==> config.mk <==
export PLATFORM = sky130hd
export DESIGN_NAME = pmbc_top
export DESIGN_NICKNAME = d
export VERILOG_FILES = /design/src/include/pmbc_pkg.sv /design/src/verilog/pmbc_strap.sv /design/src/verilog/pmbc_top.sv
export SDC_FILE = /design/constraint.sdc
export NUM_CORES = 1
export LEC_CHECK = 0
export BUFFER_PORTS_ARGS = -buffer_cell sky130_fd_sc_hd__clkbuf_2
export CAP_MARGIN = 20
export CELL_PAD_IN_SITES_DETAIL_PLACEMENT = 1
export CELL_PAD_IN_SITES_GLOBAL_PLACEMENT = 1
export CORE_MARGIN = 2
export CORE_UTILIZATION = 34
export DETAILED_ROUTE_END_ITERATION = 16
export PLACE_DENSITY = 0.85
export SETUP_SLACK_MARGIN = 0.1
export SKIP_LAST_GASP = 1
export SLEW_MARGIN = 0
export SYNTH_ARGS = -nofsm -noshare
export SYNTH_HDL_FRONTEND = slang
export SYNTH_SLANG_ARGS = --single-unit
==> constraint.sdc <==
create_clock -name MCLK -period 1.85 [get_ports MCLK]
set_input_delay 0.2775 -clock MCLK [delete_from_list [all_inputs] [get_ports MCLK]]
set_output_delay 0.2775 -clock MCLK [all_outputs]
set_load 0.02 [all_outputs]
==> src/include/pmbc_pkg.sv <==
/*
 * pmbc_pkg: constants shared by the power mode and boot control block.
 * Assumes a 100 MHz MCLK and word-aligned AHB-Lite register access.
 */
package pmbc_pkg;
    // register byte offsets
    localparam logic [7:0] PMBC_OFS_POWER_CONTROL = 8'h00;
    localparam logic [7:0] PMBC_OFS_PLL_CONTROL   = 8'h04;
    localparam logic [7:0] PMBC_OFS_STATUS        = 8'h08;
    localparam logic [7:0] PMBC_OFS_WAKE_CAUSE    = 8'h0C;
    // power control register fields
    localparam int PMBC_BIT_IDLE      = 0;
    localparam int PMBC_BIT_PDOWN     = 1;
    localparam int PMBC_BIT_SER_WAKE  = 2;
    localparam int PMBC_BIT_EXTERNAL_INTERRUPT_0_WAKE = 3;
    // pll control register field
    localparam int PMBC_BIT_OSCILLATOR_POWERDOWN_BIT    = 3;
    // wake cause fields
    localparam int PMBC_BIT_CAUSE_TIC  = 0;
    localparam int PMBC_BIT_CAUSE_SER  = 1;
    localparam int PMBC_BIT_CAUSE_EXTERNAL_INTERRUPT_0 = 2;
    localparam int PMBC_BIT_CAUSE_IRQ  = 3;
    // reset values
    localparam logic [7:0] PMBC_RST_POWER_CONTROL = 8'h00;
    localparam logic [7:0] PMBC_RST_PLL_CONTROL   = 8'h00;
    // AHB codes
    localparam logic [1:0] PMBC_HTRANS_NONSEQ = 2'h2;
    localparam logic [2:0] PMBC_HSIZE_WORD    = 3'h2;
    // power modes, Gray along normal -> idle -> power-down
    typedef enum logic [1:0] {
        PMBC_NORMAL = 2'h0,
        PMBC_IDLE   = 2'h1,
        PMBC_PDOWN  = 2'h3
    } pmbc_mode_t;
endpackage : pmbc_pkg

==> src/verilog/pmbc_strap.sv <==
/*
 * pmbc_strap: samples the program store strobe pin at reset release.
 * Assumes SYS_RST synchronous to clk; pin arrives asynchronous.
 */
`timescale 1ns/1ps
module pmbc_strap (
    input  wire logic clk,
    input  wire logic rst,
    input  wire logic strobe_pin,
    output logic      download_mode
);
    typedef struct packed {
        logic sync1;
        logic sync2;
        logic rst_d;
        logic dl;
    } pmbc_strap_st_t;

    pmbc_strap_st_t cur_ff;
    pmbc_strap_st_t nxt_st;

    // sample only at the falling edge of reset; the latch holds through the next reset until its release
    always_comb begin
        nxt_st       = cur_ff;
        nxt_st.sync1 = strobe_pin;
        nxt_st.sync2 = cur_ff.sync1;
        nxt_st.rst_d = rst;
        if (cur_ff.rst_d && !rst) begin
            nxt_st.dl = !cur_ff.sync2; // low strap selects download/debug
        end
    end

    // second stage alone is read, so the sample is never metastable
    always_ff @(posedge clk) begin
        cur_ff <= nxt_st;
    end

    assign download_mode = cur_ff.dl;
endmodule : pmbc_strap

==> src/verilog/pmbc_top.sv <==
/*
 * pmbc_top: power mode controller and boot strap sampler.
 * Assumes an AHB-Lite master on MCLK, wake pulses from peripherals on
 * MCLK, and external pin inputs that are asynchronous.
 */
// Register access over AHB-Lite and the address map were decided locally.
`timescale 1ns/1ps
module pmbc_top
    import pmbc_pkg::*;
(
    input  wire logic        MCLK,
    input  wire logic        SYS_RST,
    input  wire logic        HSEL,
    input  wire logic [7:0]  HADDR,
    input  wire logic [1:0]  HTRANS,
    input  wire logic        HWRITE,
    input  wire logic [2:0]  HSIZE,
    input  wire logic [31:0] HWDATA,
    input  wire logic        HREADY,
    output logic      [31:0] HRDATA,
    output logic             HREADYOUT,
    output logic             HRESP,
    input  wire logic        TIC_IRQ,
    input  wire logic        SER_IRQ,
    input  wire logic        EXTERNAL_INTERRUPT_0_IRQ,
    input  wire logic        ANY_IRQ,
    input  wire logic        STROBE_PIN_IN,
    output logic             PLL_EN,
    output logic             CORE_CLK_EN,
    output logic             PERIPH_CLK_EN,
    output logic             OSC_EN,
    output logic             TIC_CLK_EN,
    output logic             PORT_HOLD,
    output logic             DAC_HOLD,
    output logic             DAC_HIZ,
    output logic             ADDR_STROBE_FORCE,
    output logic             ADDR_STROBE_LEVEL,
    output logic             STROBE_PIN_OUT,
    output logic             STROBE_PIN_OE,
    output logic             CORE_WAKE,
    output logic             DOWNLOAD_MODE
);
    // whole state of the block in one record, apart from the flops inside the strap sampler u_strap
    typedef struct packed {
        pmbc_mode_t  mode;
        logic [7:0]  power_control_reg;
        logic [7:0]  pll_control_reg;
        logic [3:0]  cause;
        logic        ph_wr;
        logic        ph_rd;
        logic [7:0]  ph_addr;
        logic [31:0] rdata;
        logic        pll_en;
        logic        core_en;
        logic        per_en;
        logic        osc_en;
        logic        tic_en;
        logic        port_hold;
        logic        dac_hold;
        logic        dac_hiz;
        logic        str_force;
        logic        str_level;
        logic        str_out;
        logic        str_oe;
        logic        wake;
        logic        dl;
        logic        tic_s1;
        logic        tic_s2;
        logic        ser_s1;
        logic        ser_s2;
        logic        external_interrupt_0_s1;
        logic        external_interrupt_0_s2;
    } pmbc_st_t;

    pmbc_st_t   cur_ff;
    pmbc_st_t   nxt_st;
    logic       strap_dl;
    logic       addr_ok;

    // strap sampler owns the strobe pin input path
    pmbc_strap u_strap (
        .clk           (MCLK),
        .rst           (SYS_RST),
        .strobe_pin    (STROBE_PIN_IN),
        .download_mode (strap_dl)
    );

    // word access decode for the register map
    function automatic logic [31:0] read_mux(input logic [7:0] a, input pmbc_st_t s);
        logic [31:0] v;
        v = 32'h0000_0000;
        unique case (a)
            PMBC_OFS_POWER_CONTROL: v = {24'h00_0000, s.power_control_reg};
            PMBC_OFS_PLL_CONTROL:   v = {24'h00_0000, s.pll_control_reg};
            PMBC_OFS_STATUS:        v = {28'h000_0000, s.dl, 1'b0, s.mode};
            PMBC_OFS_WAKE_CAUSE:    v = {28'h000_0000, s.cause};
            default:                v = 32'h0000_0000;
        endcase
        return v;
    endfunction : read_mux

    assign addr_ok = HSEL && HREADY && (HTRANS == PMBC_HTRANS_NONSEQ)
                     && (HSIZE == PMBC_HSIZE_WORD);

    // mode sequencing, wake handling and register access
    always_comb begin
        logic tic_w;
        logic ser_w;
        logic external_interrupt_0_w;
        logic irq_w;
        logic [7:0] wpc;
        tic_w   = 1'b0;
        ser_w   = 1'b0;
        external_interrupt_0_w  = 1'b0;
        irq_w   = 1'b0;
        wpc     = 8'h00;
        nxt_st  = cur_ff;
        // wake inputs from pins pass two flops before use
        nxt_st.tic_s1  = TIC_IRQ;
        nxt_st.tic_s2  = cur_ff.tic_s1;
        nxt_st.ser_s1  = SER_IRQ;
        nxt_st.ser_s2  = cur_ff.ser_s1;
        nxt_st.external_interrupt_0_s1 = EXTERNAL_INTERRUPT_0_IRQ;
        nxt_st.external_interrupt_0_s2 = cur_ff.external_interrupt_0_s1;
        nxt_st.dl      = strap_dl;
        nxt_st.wake    = 1'b0;

        tic_w  = cur_ff.tic_s2;
        ser_w  = cur_ff.ser_s2 && cur_ff.power_control_reg[PMBC_BIT_SER_WAKE];
        external_interrupt_0_w = cur_ff.external_interrupt_0_s2 && cur_ff.power_control_reg[PMBC_BIT_EXTERNAL_INTERRUPT_0_WAKE];
        irq_w  = ANY_IRQ; // same-clock source, no synchroniser

        // bus write data phase
        if (cur_ff.ph_wr) begin
            unique case (cur_ff.ph_addr)
                PMBC_OFS_POWER_CONTROL: nxt_st.power_control_reg   = HWDATA[7:0];
                PMBC_OFS_PLL_CONTROL:   nxt_st.pll_control_reg = HWDATA[7:0];
                PMBC_OFS_WAKE_CAUSE:    nxt_st.cause  = cur_ff.cause & ~HWDATA[3:0];
                default: ;
            endcase
        end
        wpc = nxt_st.power_control_reg;

        // mode machine; a wake clears request bits after any write so it wins
        unique case (cur_ff.mode)
            PMBC_NORMAL: begin
                if (wpc[PMBC_BIT_PDOWN]) begin
                    nxt_st.mode = PMBC_PDOWN;
                end else if (wpc[PMBC_BIT_IDLE]) begin
                    nxt_st.mode = PMBC_IDLE;
                end
            end
            PMBC_IDLE: begin
                if (irq_w || tic_w || ser_w || external_interrupt_0_w) begin
                    nxt_st.mode = PMBC_NORMAL;
                    nxt_st.power_control_reg[PMBC_BIT_IDLE]  = 1'b0;
                    nxt_st.power_control_reg[PMBC_BIT_PDOWN] = 1'b0;
                    nxt_st.cause[PMBC_BIT_CAUSE_IRQ] = 1'b1;
                    nxt_st.wake = 1'b1;
                end
            end
            PMBC_PDOWN: begin
                // only these three interrupts reach a stopped core
                if (tic_w || ser_w || external_interrupt_0_w) begin
                    nxt_st.mode = PMBC_NORMAL;
                    nxt_st.power_control_reg[PMBC_BIT_IDLE]  = 1'b0;
                    nxt_st.power_control_reg[PMBC_BIT_PDOWN] = 1'b0;
                    nxt_st.wake = 1'b1; // core resumes via its handler
                    if (tic_w) nxt_st.cause[PMBC_BIT_CAUSE_TIC] = 1'b1;
                    if (ser_w) nxt_st.cause[PMBC_BIT_CAUSE_SER] = 1'b1;
                    if (external_interrupt_0_w) nxt_st.cause[PMBC_BIT_CAUSE_EXTERNAL_INTERRUPT_0] = 1'b1;
                end
            end
            default: nxt_st.mode = PMBC_NORMAL;
        endcase

        // clock gating and pin control follow the next mode
        unique case (nxt_st.mode)
            PMBC_IDLE: begin
                nxt_st.pll_en    = 1'b1;
                nxt_st.core_en   = 1'b0;
                nxt_st.per_en    = 1'b1;
                nxt_st.osc_en    = 1'b1;
                nxt_st.tic_en    = 1'b1;
                nxt_st.port_hold = 1'b1;
                nxt_st.dac_hold  = 1'b1;
                nxt_st.dac_hiz   = 1'b0;
                nxt_st.str_force = 1'b1;
                nxt_st.str_level = 1'b1;
                nxt_st.str_out   = 1'b1;
            end
            PMBC_PDOWN: begin
                nxt_st.pll_en    = 1'b0;
                nxt_st.core_en   = 1'b0;
                nxt_st.per_en    = 1'b0;
                nxt_st.osc_en    = !cur_ff.pll_control_reg[PMBC_BIT_OSCILLATOR_POWERDOWN_BIT];
                nxt_st.tic_en    = !cur_ff.pll_control_reg[PMBC_BIT_OSCILLATOR_POWERDOWN_BIT];
                nxt_st.port_hold = 1'b1;
                nxt_st.dac_hold  = 1'b0;
                nxt_st.dac_hiz   = 1'b1;
                nxt_st.str_force = 1'b1;
                nxt_st.str_level = 1'b0;
                nxt_st.str_out   = 1'b0;
            end
            default: begin
                nxt_st.pll_en    = 1'b1;
                nxt_st.core_en   = 1'b1;
                nxt_st.per_en    = 1'b1;
                nxt_st.osc_en    = 1'b1;
                nxt_st.tic_en    = 1'b1;
                nxt_st.port_hold = 1'b0;
                nxt_st.dac_hold  = 1'b0;
                nxt_st.dac_hiz   = 1'b0;
                nxt_st.str_force = 1'b0;
                nxt_st.str_level = 1'b1;
                nxt_st.str_out   = 1'b1;
            end
        endcase
        // the strobe pin is an output except while reset holds it for sampling
        nxt_st.str_oe = 1'b1;

        // address phase capture; zero wait states
        nxt_st.ph_wr   = addr_ok && HWRITE;
        nxt_st.ph_rd   = addr_ok && !HWRITE;
        nxt_st.ph_addr = HADDR;
        nxt_st.rdata   = addr_ok && !HWRITE ? read_mux(HADDR, cur_ff) : 32'h0000_0000;
    end

    // synchronous reset: every register to its default
    always_ff @(posedge MCLK) begin
        if (SYS_RST) begin
            cur_ff           <= '0;
            cur_ff.mode      <= PMBC_NORMAL;
            cur_ff.power_control_reg      <= PMBC_RST_POWER_CONTROL;
            cur_ff.pll_control_reg    <= PMBC_RST_PLL_CONTROL;
            cur_ff.pll_en    <= 1'b1;
            cur_ff.core_en   <= 1'b0; // core held while reset stands
            cur_ff.per_en    <= 1'b1;
            cur_ff.osc_en    <= 1'b1;
            cur_ff.tic_en    <= 1'b1;
            cur_ff.str_level <= 1'b1;
            cur_ff.str_out   <= 1'b1;
            cur_ff.str_oe    <= 1'b0; // pin released so the strap can be read
        end else begin
            cur_ff <= nxt_st;
        end
    end

    // every output straight from a flop, except HREADYOUT and HRESP which are constants
    assign HRDATA            = cur_ff.rdata;
    assign HREADYOUT         = 1'b1;
    assign HRESP             = 1'b0;
    assign PLL_EN            = cur_ff.pll_en;
    assign CORE_CLK_EN       = cur_ff.core_en;
    assign PERIPH_CLK_EN     = cur_ff.per_en;
    assign OSC_EN            = cur_ff.osc_en;
    assign TIC_CLK_EN        = cur_ff.tic_en;
    assign PORT_HOLD         = cur_ff.port_hold;
    assign DAC_HOLD          = cur_ff.dac_hold;
    assign DAC_HIZ           = cur_ff.dac_hiz;
    assign ADDR_STROBE_FORCE = cur_ff.str_force;
    assign ADDR_STROBE_LEVEL = cur_ff.str_level;
    assign STROBE_PIN_OUT    = cur_ff.str_out;
    assign STROBE_PIN_OE     = cur_ff.str_oe;
    assign CORE_WAKE         = cur_ff.wake;
    assign DOWNLOAD_MODE     = cur_ff.dl;
endmodule : pmbc_top

# ---- Yosys cells after proc, flatten, opt, wreduce, memory -nomap -nowiden
# Cells that the tools add are included.
dict set report totals {
  regBits 87
  out_inout_bits 48
}
dict set report op_classes {
  eq_ne 11
  muxes 25
  n_bitwise 3
  reduce_logical 23
}
# cell count
set op_table {}
lappend op_table {{$pmux W8 S4} 1}
lappend op_table {{$eq A8 B4 Y1 const B} 3}
lappend op_table {{$pmux W11 S2} 1}
lappend op_table {{$eq A8 B3 Y1 const B} 2}
lappend op_table {{$logic_not A8 Y1} 2}
lappend op_table {{$mux W14} 1}
lappend op_table {{$mux W2} 7}
lappend op_table {{$mux W9} 1}
lappend op_table {{$logic_and A1 B1 Y1} 8}
lappend op_table {{$mux W8} 1}
lappend op_table {{$mux W1} 7}
lappend op_table {{$eq A2 B2 Y1 const B} 3}
lappend op_table {{$mux W3} 2}
lappend op_table {{$pmux W2 S3} 1}
lappend op_table {{$logic_or A1 B1 Y1} 5}
lappend op_table {{$and A4 B4 Y4} 1}
lappend op_table {{$eq A2 B1 Y1 const B} 2}
lappend op_table {{$logic_not A1 Y1} 4}
lappend op_table {{$mux W4} 1}
lappend op_table {{$not A4 Y4} 1}
lappend op_table {{$pmux W2 S2} 1}
lappend op_table {{$reduce_and A2 Y1} 2}
lappend op_table {{$eq A3 B2 Y1 const B} 1}
lappend op_table {{$logic_not A2 Y1} 1}
lappend op_table {{3 further kinds} 3}

# ---- Depth between registers and ports, before layout
dict set report logic_depth {
  depth_word 9
  ltp_mapped 5
  ltp_nobuf 4
}

# ---- Hierarchy
# Synthesis repeated with hierarchy kept, for this count alone.
dict set report unflattened {
  hier_cells 232
  area_unflattened_um2 2374.8
}
# mod instances cells_per_inst area_per_inst_um2
set modules_own_cells {}
lappend modules_own_cells {pmbc_top 1 226 2267.2}
lappend modules_own_cells {pmbc_strap 1 6 107.6}

# ---- Least setup slack after synthesis
# Ideal clock, no wire load.
dict set report synth_timing {
  kind {reg-to-reg}
  startpoint {register cur_ff[53] in the netlist's numbering}
  endpoint {register cur_ff[76] in the netlist's numbering}
  setup_time_ps 132
  arrival_time_ps 1498
  required_time_ps 1718
  setup_slack_ps 220
  path_stages_with_launch 6
  path_buffers 1
  cell_sequence {dfxtp_1 > or4_4 > or3_1 > clkbuf_1 > nand2_1 > a21oi_1}
}
dict set report synth_between {
  elab_chain_len 2
}
# item line_no
set synth_rtl {}
lappend synth_rtl {{start: declaration} pmbc_top.sv:75} ;# pmbc_st_t cur_ff;
lappend synth_rtl {{start signal: assignment} pmbc_top.sv:245} ;# cur_ff <= nxt_st;
lappend synth_rtl {{$logic_not A8 Y1} pmbc_top.sv:135} ;# unique case (cur_ff.ph_addr)
lappend synth_rtl {{$reduce_and A2 Y1 (no source line)} -}
# No other way between the ends.
# A chain may end at the register's enable or synchronous reset.

# ---- Final worst setup path
dict set report layout_timing {
  startpoint {register cur_ff[57] in the netlist's numbering}
  endpoint {register cur_ff, in the netlist DAC_HOLD}
}
dict set report layout_between {
  elab_chain_len 8
  elab_cells_between_ends 9
  cone_classes {eq/ne: 2; mux: 6; reduce/logical: 1}
}
# item line_no
set layout_rtl {}
lappend layout_rtl {{$logic_not A8 Y1 *} pmbc_top.sv:135}
lappend layout_rtl {{$mux W2 *} pmbc_top.sv:135}
lappend layout_rtl {{$mux W14 *} pmbc_top.sv:134} ;# if (cur_ff.ph_wr) begin
lappend layout_rtl {{$mux W2} pmbc_top.sv:149} ;# end else if (wpc[PMBC_BIT_IDLE]) begin
lappend layout_rtl {{$mux W2 *} pmbc_top.sv:147} ;# if (wpc[PMBC_BIT_PDOWN]) begin
lappend layout_rtl {{$pmux W2 S3 *} pmbc_top.sv:145} ;# unique case (cur_ff.mode)
lappend layout_rtl {{$eq A2 B2 Y1 or $eq A2 B1 Y1 (tied branches)} pmbc_top.sv:178} ;# unique case (nxt_st.mode)
lappend layout_rtl {{$pmux W11 S2 *} pmbc_top.sv:178}
# Mark *: on every way between the ends. The rest lies on a longest branch, timed or not.

==> results.py <==
metrics = {
    "critical_path": {
        "cp_slowest_cell": "or4_4",
        "worstRegToRegCells": 4,
        "crit_chain": "or4_4 > nor4b_4 > a221oi_2 > nor4bb_2",
        "worst-path-buf-inv": 0,
        "cp_top_family": "simple AND/OR/NAND/NOR gates",
        "critPathKind": "flip-flop to flip-flop",
        "timing.critical_path.to_type": "flip-flop",
        "cp-start-kind": "flip-flop",
        "path_max_fanout": 5,
        "startpoint": "cur_ff[57]",
        "r2r-end": "DAC_HOLD",
        "rrSetupSlack_ns": 0.14,
        "cpPeakStageDelay_ns": 0.58,
        "r2r-start": "cur_ff[57]",
        "crit_arrival_ns": 1.96,
        "required_ns": 2.10,
    },
    "placement": {
        "place_area_mm2": 0.00255,
        "globalplace.congestion": 0.761,
        "dp_cells": 370,
        "io_buffers": 52,
        "dp_hpwl_um": 3690,
    },
    "layout": {
        "diodes": 0,
        "layout-drive-gt1-share_pct": 31.3,
        "finalNonFillerCells": 387,
        "synthToLayoutAreaGrowth_pct": 16.1,
        "nets": 342,
        "final_cell_area_mm2": 0.00277,
    },
    "yosys": {
        "ys_seq_area_share_pct": 49.1,
        "yosys.area.top_type": "dfxtp_1",
        "ys_warn_count": 0,
        "synth_flop_cell": "dfxtp_1",
        "syn_avg_cell_area_um2": 9.85,
        "synth-edff-count": 1,
        "syn_area_mm2": 0.00238,
        "synthTopCellsByArea": "dfxtp_1 48%, buf_4 12%, nor2b_1 5.8%, mux2i_1 5.5%, nand2_1 3.0%",
        "yosysUniqueCellTypes": 37,
        "netlist_instances": 242,
        "synth_top_area_share_pct": 47.8,
        "synth_most_common_cell": "dfxtp_1",
        "ys_seq_elements": 58,
        "synth_common_cells": "57 x dfxtp_1, 39 x buf_4, 22 x nor2b_1, 19 x nand2_1, 16 x nor2_1",
        "synthArstFlopShare_pct": 0,
    },
    "floorplanning": {
        "ios": 103,
        "start_util_pct": 35.1,
        "dieArea_mm2": 0.00770,
        "chipHeight_um": 87.8,
        "core_area_mm2": 0.00679,
        "fp.dieW_um": 87.8,
        "fp-row-count": 30,
    },
    "cts": {
        "cts-root-buf": "clkbuf_8",
        "clk-insertion-delay-late_ns": 0.34,
        "clk_path_buf_depth": 2,
        "cts_tree": "yes",
        "cts_made_buffers": 9,
        "cts_sinks": 58,
        "hold_buffers": 0,
        "clk_pin_slew_ns": 0.06,
        "h-tree-depth": 3,
    },
    "pwr": {
        "power_density_mw_per_mm2": 874,
        "p_leak_uw": 0.00121,
        "peakVddDrop_uv": 352,
        "p_total_uw": 2420,
    },
    "timing": {
        "period_share_pct": 92.3,
        "finalHoldViolCount": 0,
        "rsz0062_at_grt": "yes",
        "period_needed_ns": 1.71,
        "slew_violations": 0,
        "setup_viol": 0,
        "fin_skew_ns": 0.00994,
        "tns_ns": 0,
        "max_freq_ghz": 0.586,
    },
    "global_routing": {
        "grt_first_pass_wirelength_um": 8220,
        "grt_usage_pct": 14.3,
        "grt_max_degree": 43,
        "grt_pass1_vias": 1736,
        "grt_overflow_total": 0,
        "antenna_found_initial": 0,
    },
    "routing": {
        "final_antenna_net_count": 0,
        "vias": 1736,
        "drc": 0,
        "drt-total-wl_um": 5210,
        "viasPerCell": 4.49,
        "drt_pass1_iterations": 4,
        "drtIter0Drc": 110,
        "routedWlPerCell_um": 13.5,
    },
    "min_path": {
        "min_to": "u_strap.cur_ff[3]",
        "hold_depth": 1,
        "hp-class": "primary input to flip-flop",
        "min_from": "STROBE_PIN_IN",
    },
    "outcome": {
        "status": "completed",
    },
    "job": {
        "cap_viol_max_count": 0,
    },
}
timing repair:
| action | CTS | global route |
|---|---|---|
| buffers inserted | 0 | 2 |
| pin swaps | 0 | 2 |
| gates resized for setup | 2 | 6 |
| endpoints found under the setup margin | 10 | 5 |
| gates cloned | 0 | 0 |
routing by layer:
metal,vias up,routed length [um],global-route usage (%)
met3,9,251,3.20
met2,51,2590,23.3
met5,-,0,0
li1,843,-,-
met1,833,2280,16.9
met4,0,91,8.95
kinds of logic after synthesis:
group           share of synthesized area (%)
compound gates                           7.29
other cells                             0.315
simple gates                             20.4
buf+inv                                  14.6
mux                                      8.29
flops                                    49.1
power by group:
| part | total, uW | internal (uW) | leakage (uW) | switching [uW] |
|---|---|---|---|---|
| Sequential | 1290 | 1280 | 0.000474 | 16.5 |
| Clock | 966 | 467 | 0.0000806 | 499 |
| Combinational | 161 | 53.1 | 0.000653 | 108 |
flip-flops by register name (all words and copies together) (netlist names):
name                   count
u_strap.download_mode      1
PLL_EN                     1
HRDATA                     8
u_strap.cur_ff             3
DOWNLOAD_MODE              1
cur_ff                    37
DAC_HOLD                   1
STROBE_PIN_OE              1
CORE_CLK_EN                1
DAC_HIZ                    1
CORE_WAKE                  1
PORT_HOLD                  1
OSC_EN                     1
cell usage in the layout (no fill, tap or decap), types with 2 or more instances in the layout:
master	Yosys	layout
a31oi_1	5	4
o21ai_0	5	5
a21oi_1	13	12
nand2_1	19	19
dfxtp_1	57	56
or2_2	2	2
clkbuf_2	0	52
clkinvlp_4	0	2
buf_4	39	5
inv_1	7	7
mux2i_1	13	13
nand4_1	5	5
nand3_1	2	2
nor2b_1	22	22
conb_1	2	26
clkbuf_8	0	9
nor3b_1	2	2
mux4_2	3	3
nor2_1	16	16
clkinv_2	0	4
worst max path at each step:
stage	to	slack, ns	cells past startpoint
after floorplan	cur_ff[76]	0.22	5
after global placement	cur_ff[78]	0.12	4
after detailed placement	cur_ff[78]	0.1	4
after CTS	CORE_CLK_EN	0.13	4
after global routing	DAC_HOLD	0.06	4
final	DAC_HOLD	0.14	4
stage by stage:
| stage | hold WS (ns) | worst slack [ns] | utilization, % |
|---|---|---|---|
| global placement | 0.310 | 0.119 | 37.6 |
| detailed placement | 0.325 | 0.0994 | 37.6 |
| CTS | 0.0332 | 0.130 | 40.1 |
| global route | 0.0329 | 0.0588 | 40.8 |
| floorplan | 0.305 | 0.220 | - |
| finish | 0.0446 | 0.143 | 40.8 |
area by class of cell:
| class | count | area, um^2 |
|---|---|---|
| Fill cell | 797 | 4030 |
| Sequential cell | 58 | 1170 |
| Multi-Input combinational cell | 154 | 993 |
| Timing Repair Buffer | 57 | 298 |
| Clock buffer | 9 | 124 |
| Tap cell | 96 | 120 |
| Clock inverter | 6 | 35.0 |
| Inverter | 7 | 26.3 |
No activity file was read; power rests on OpenSTA's default activity.
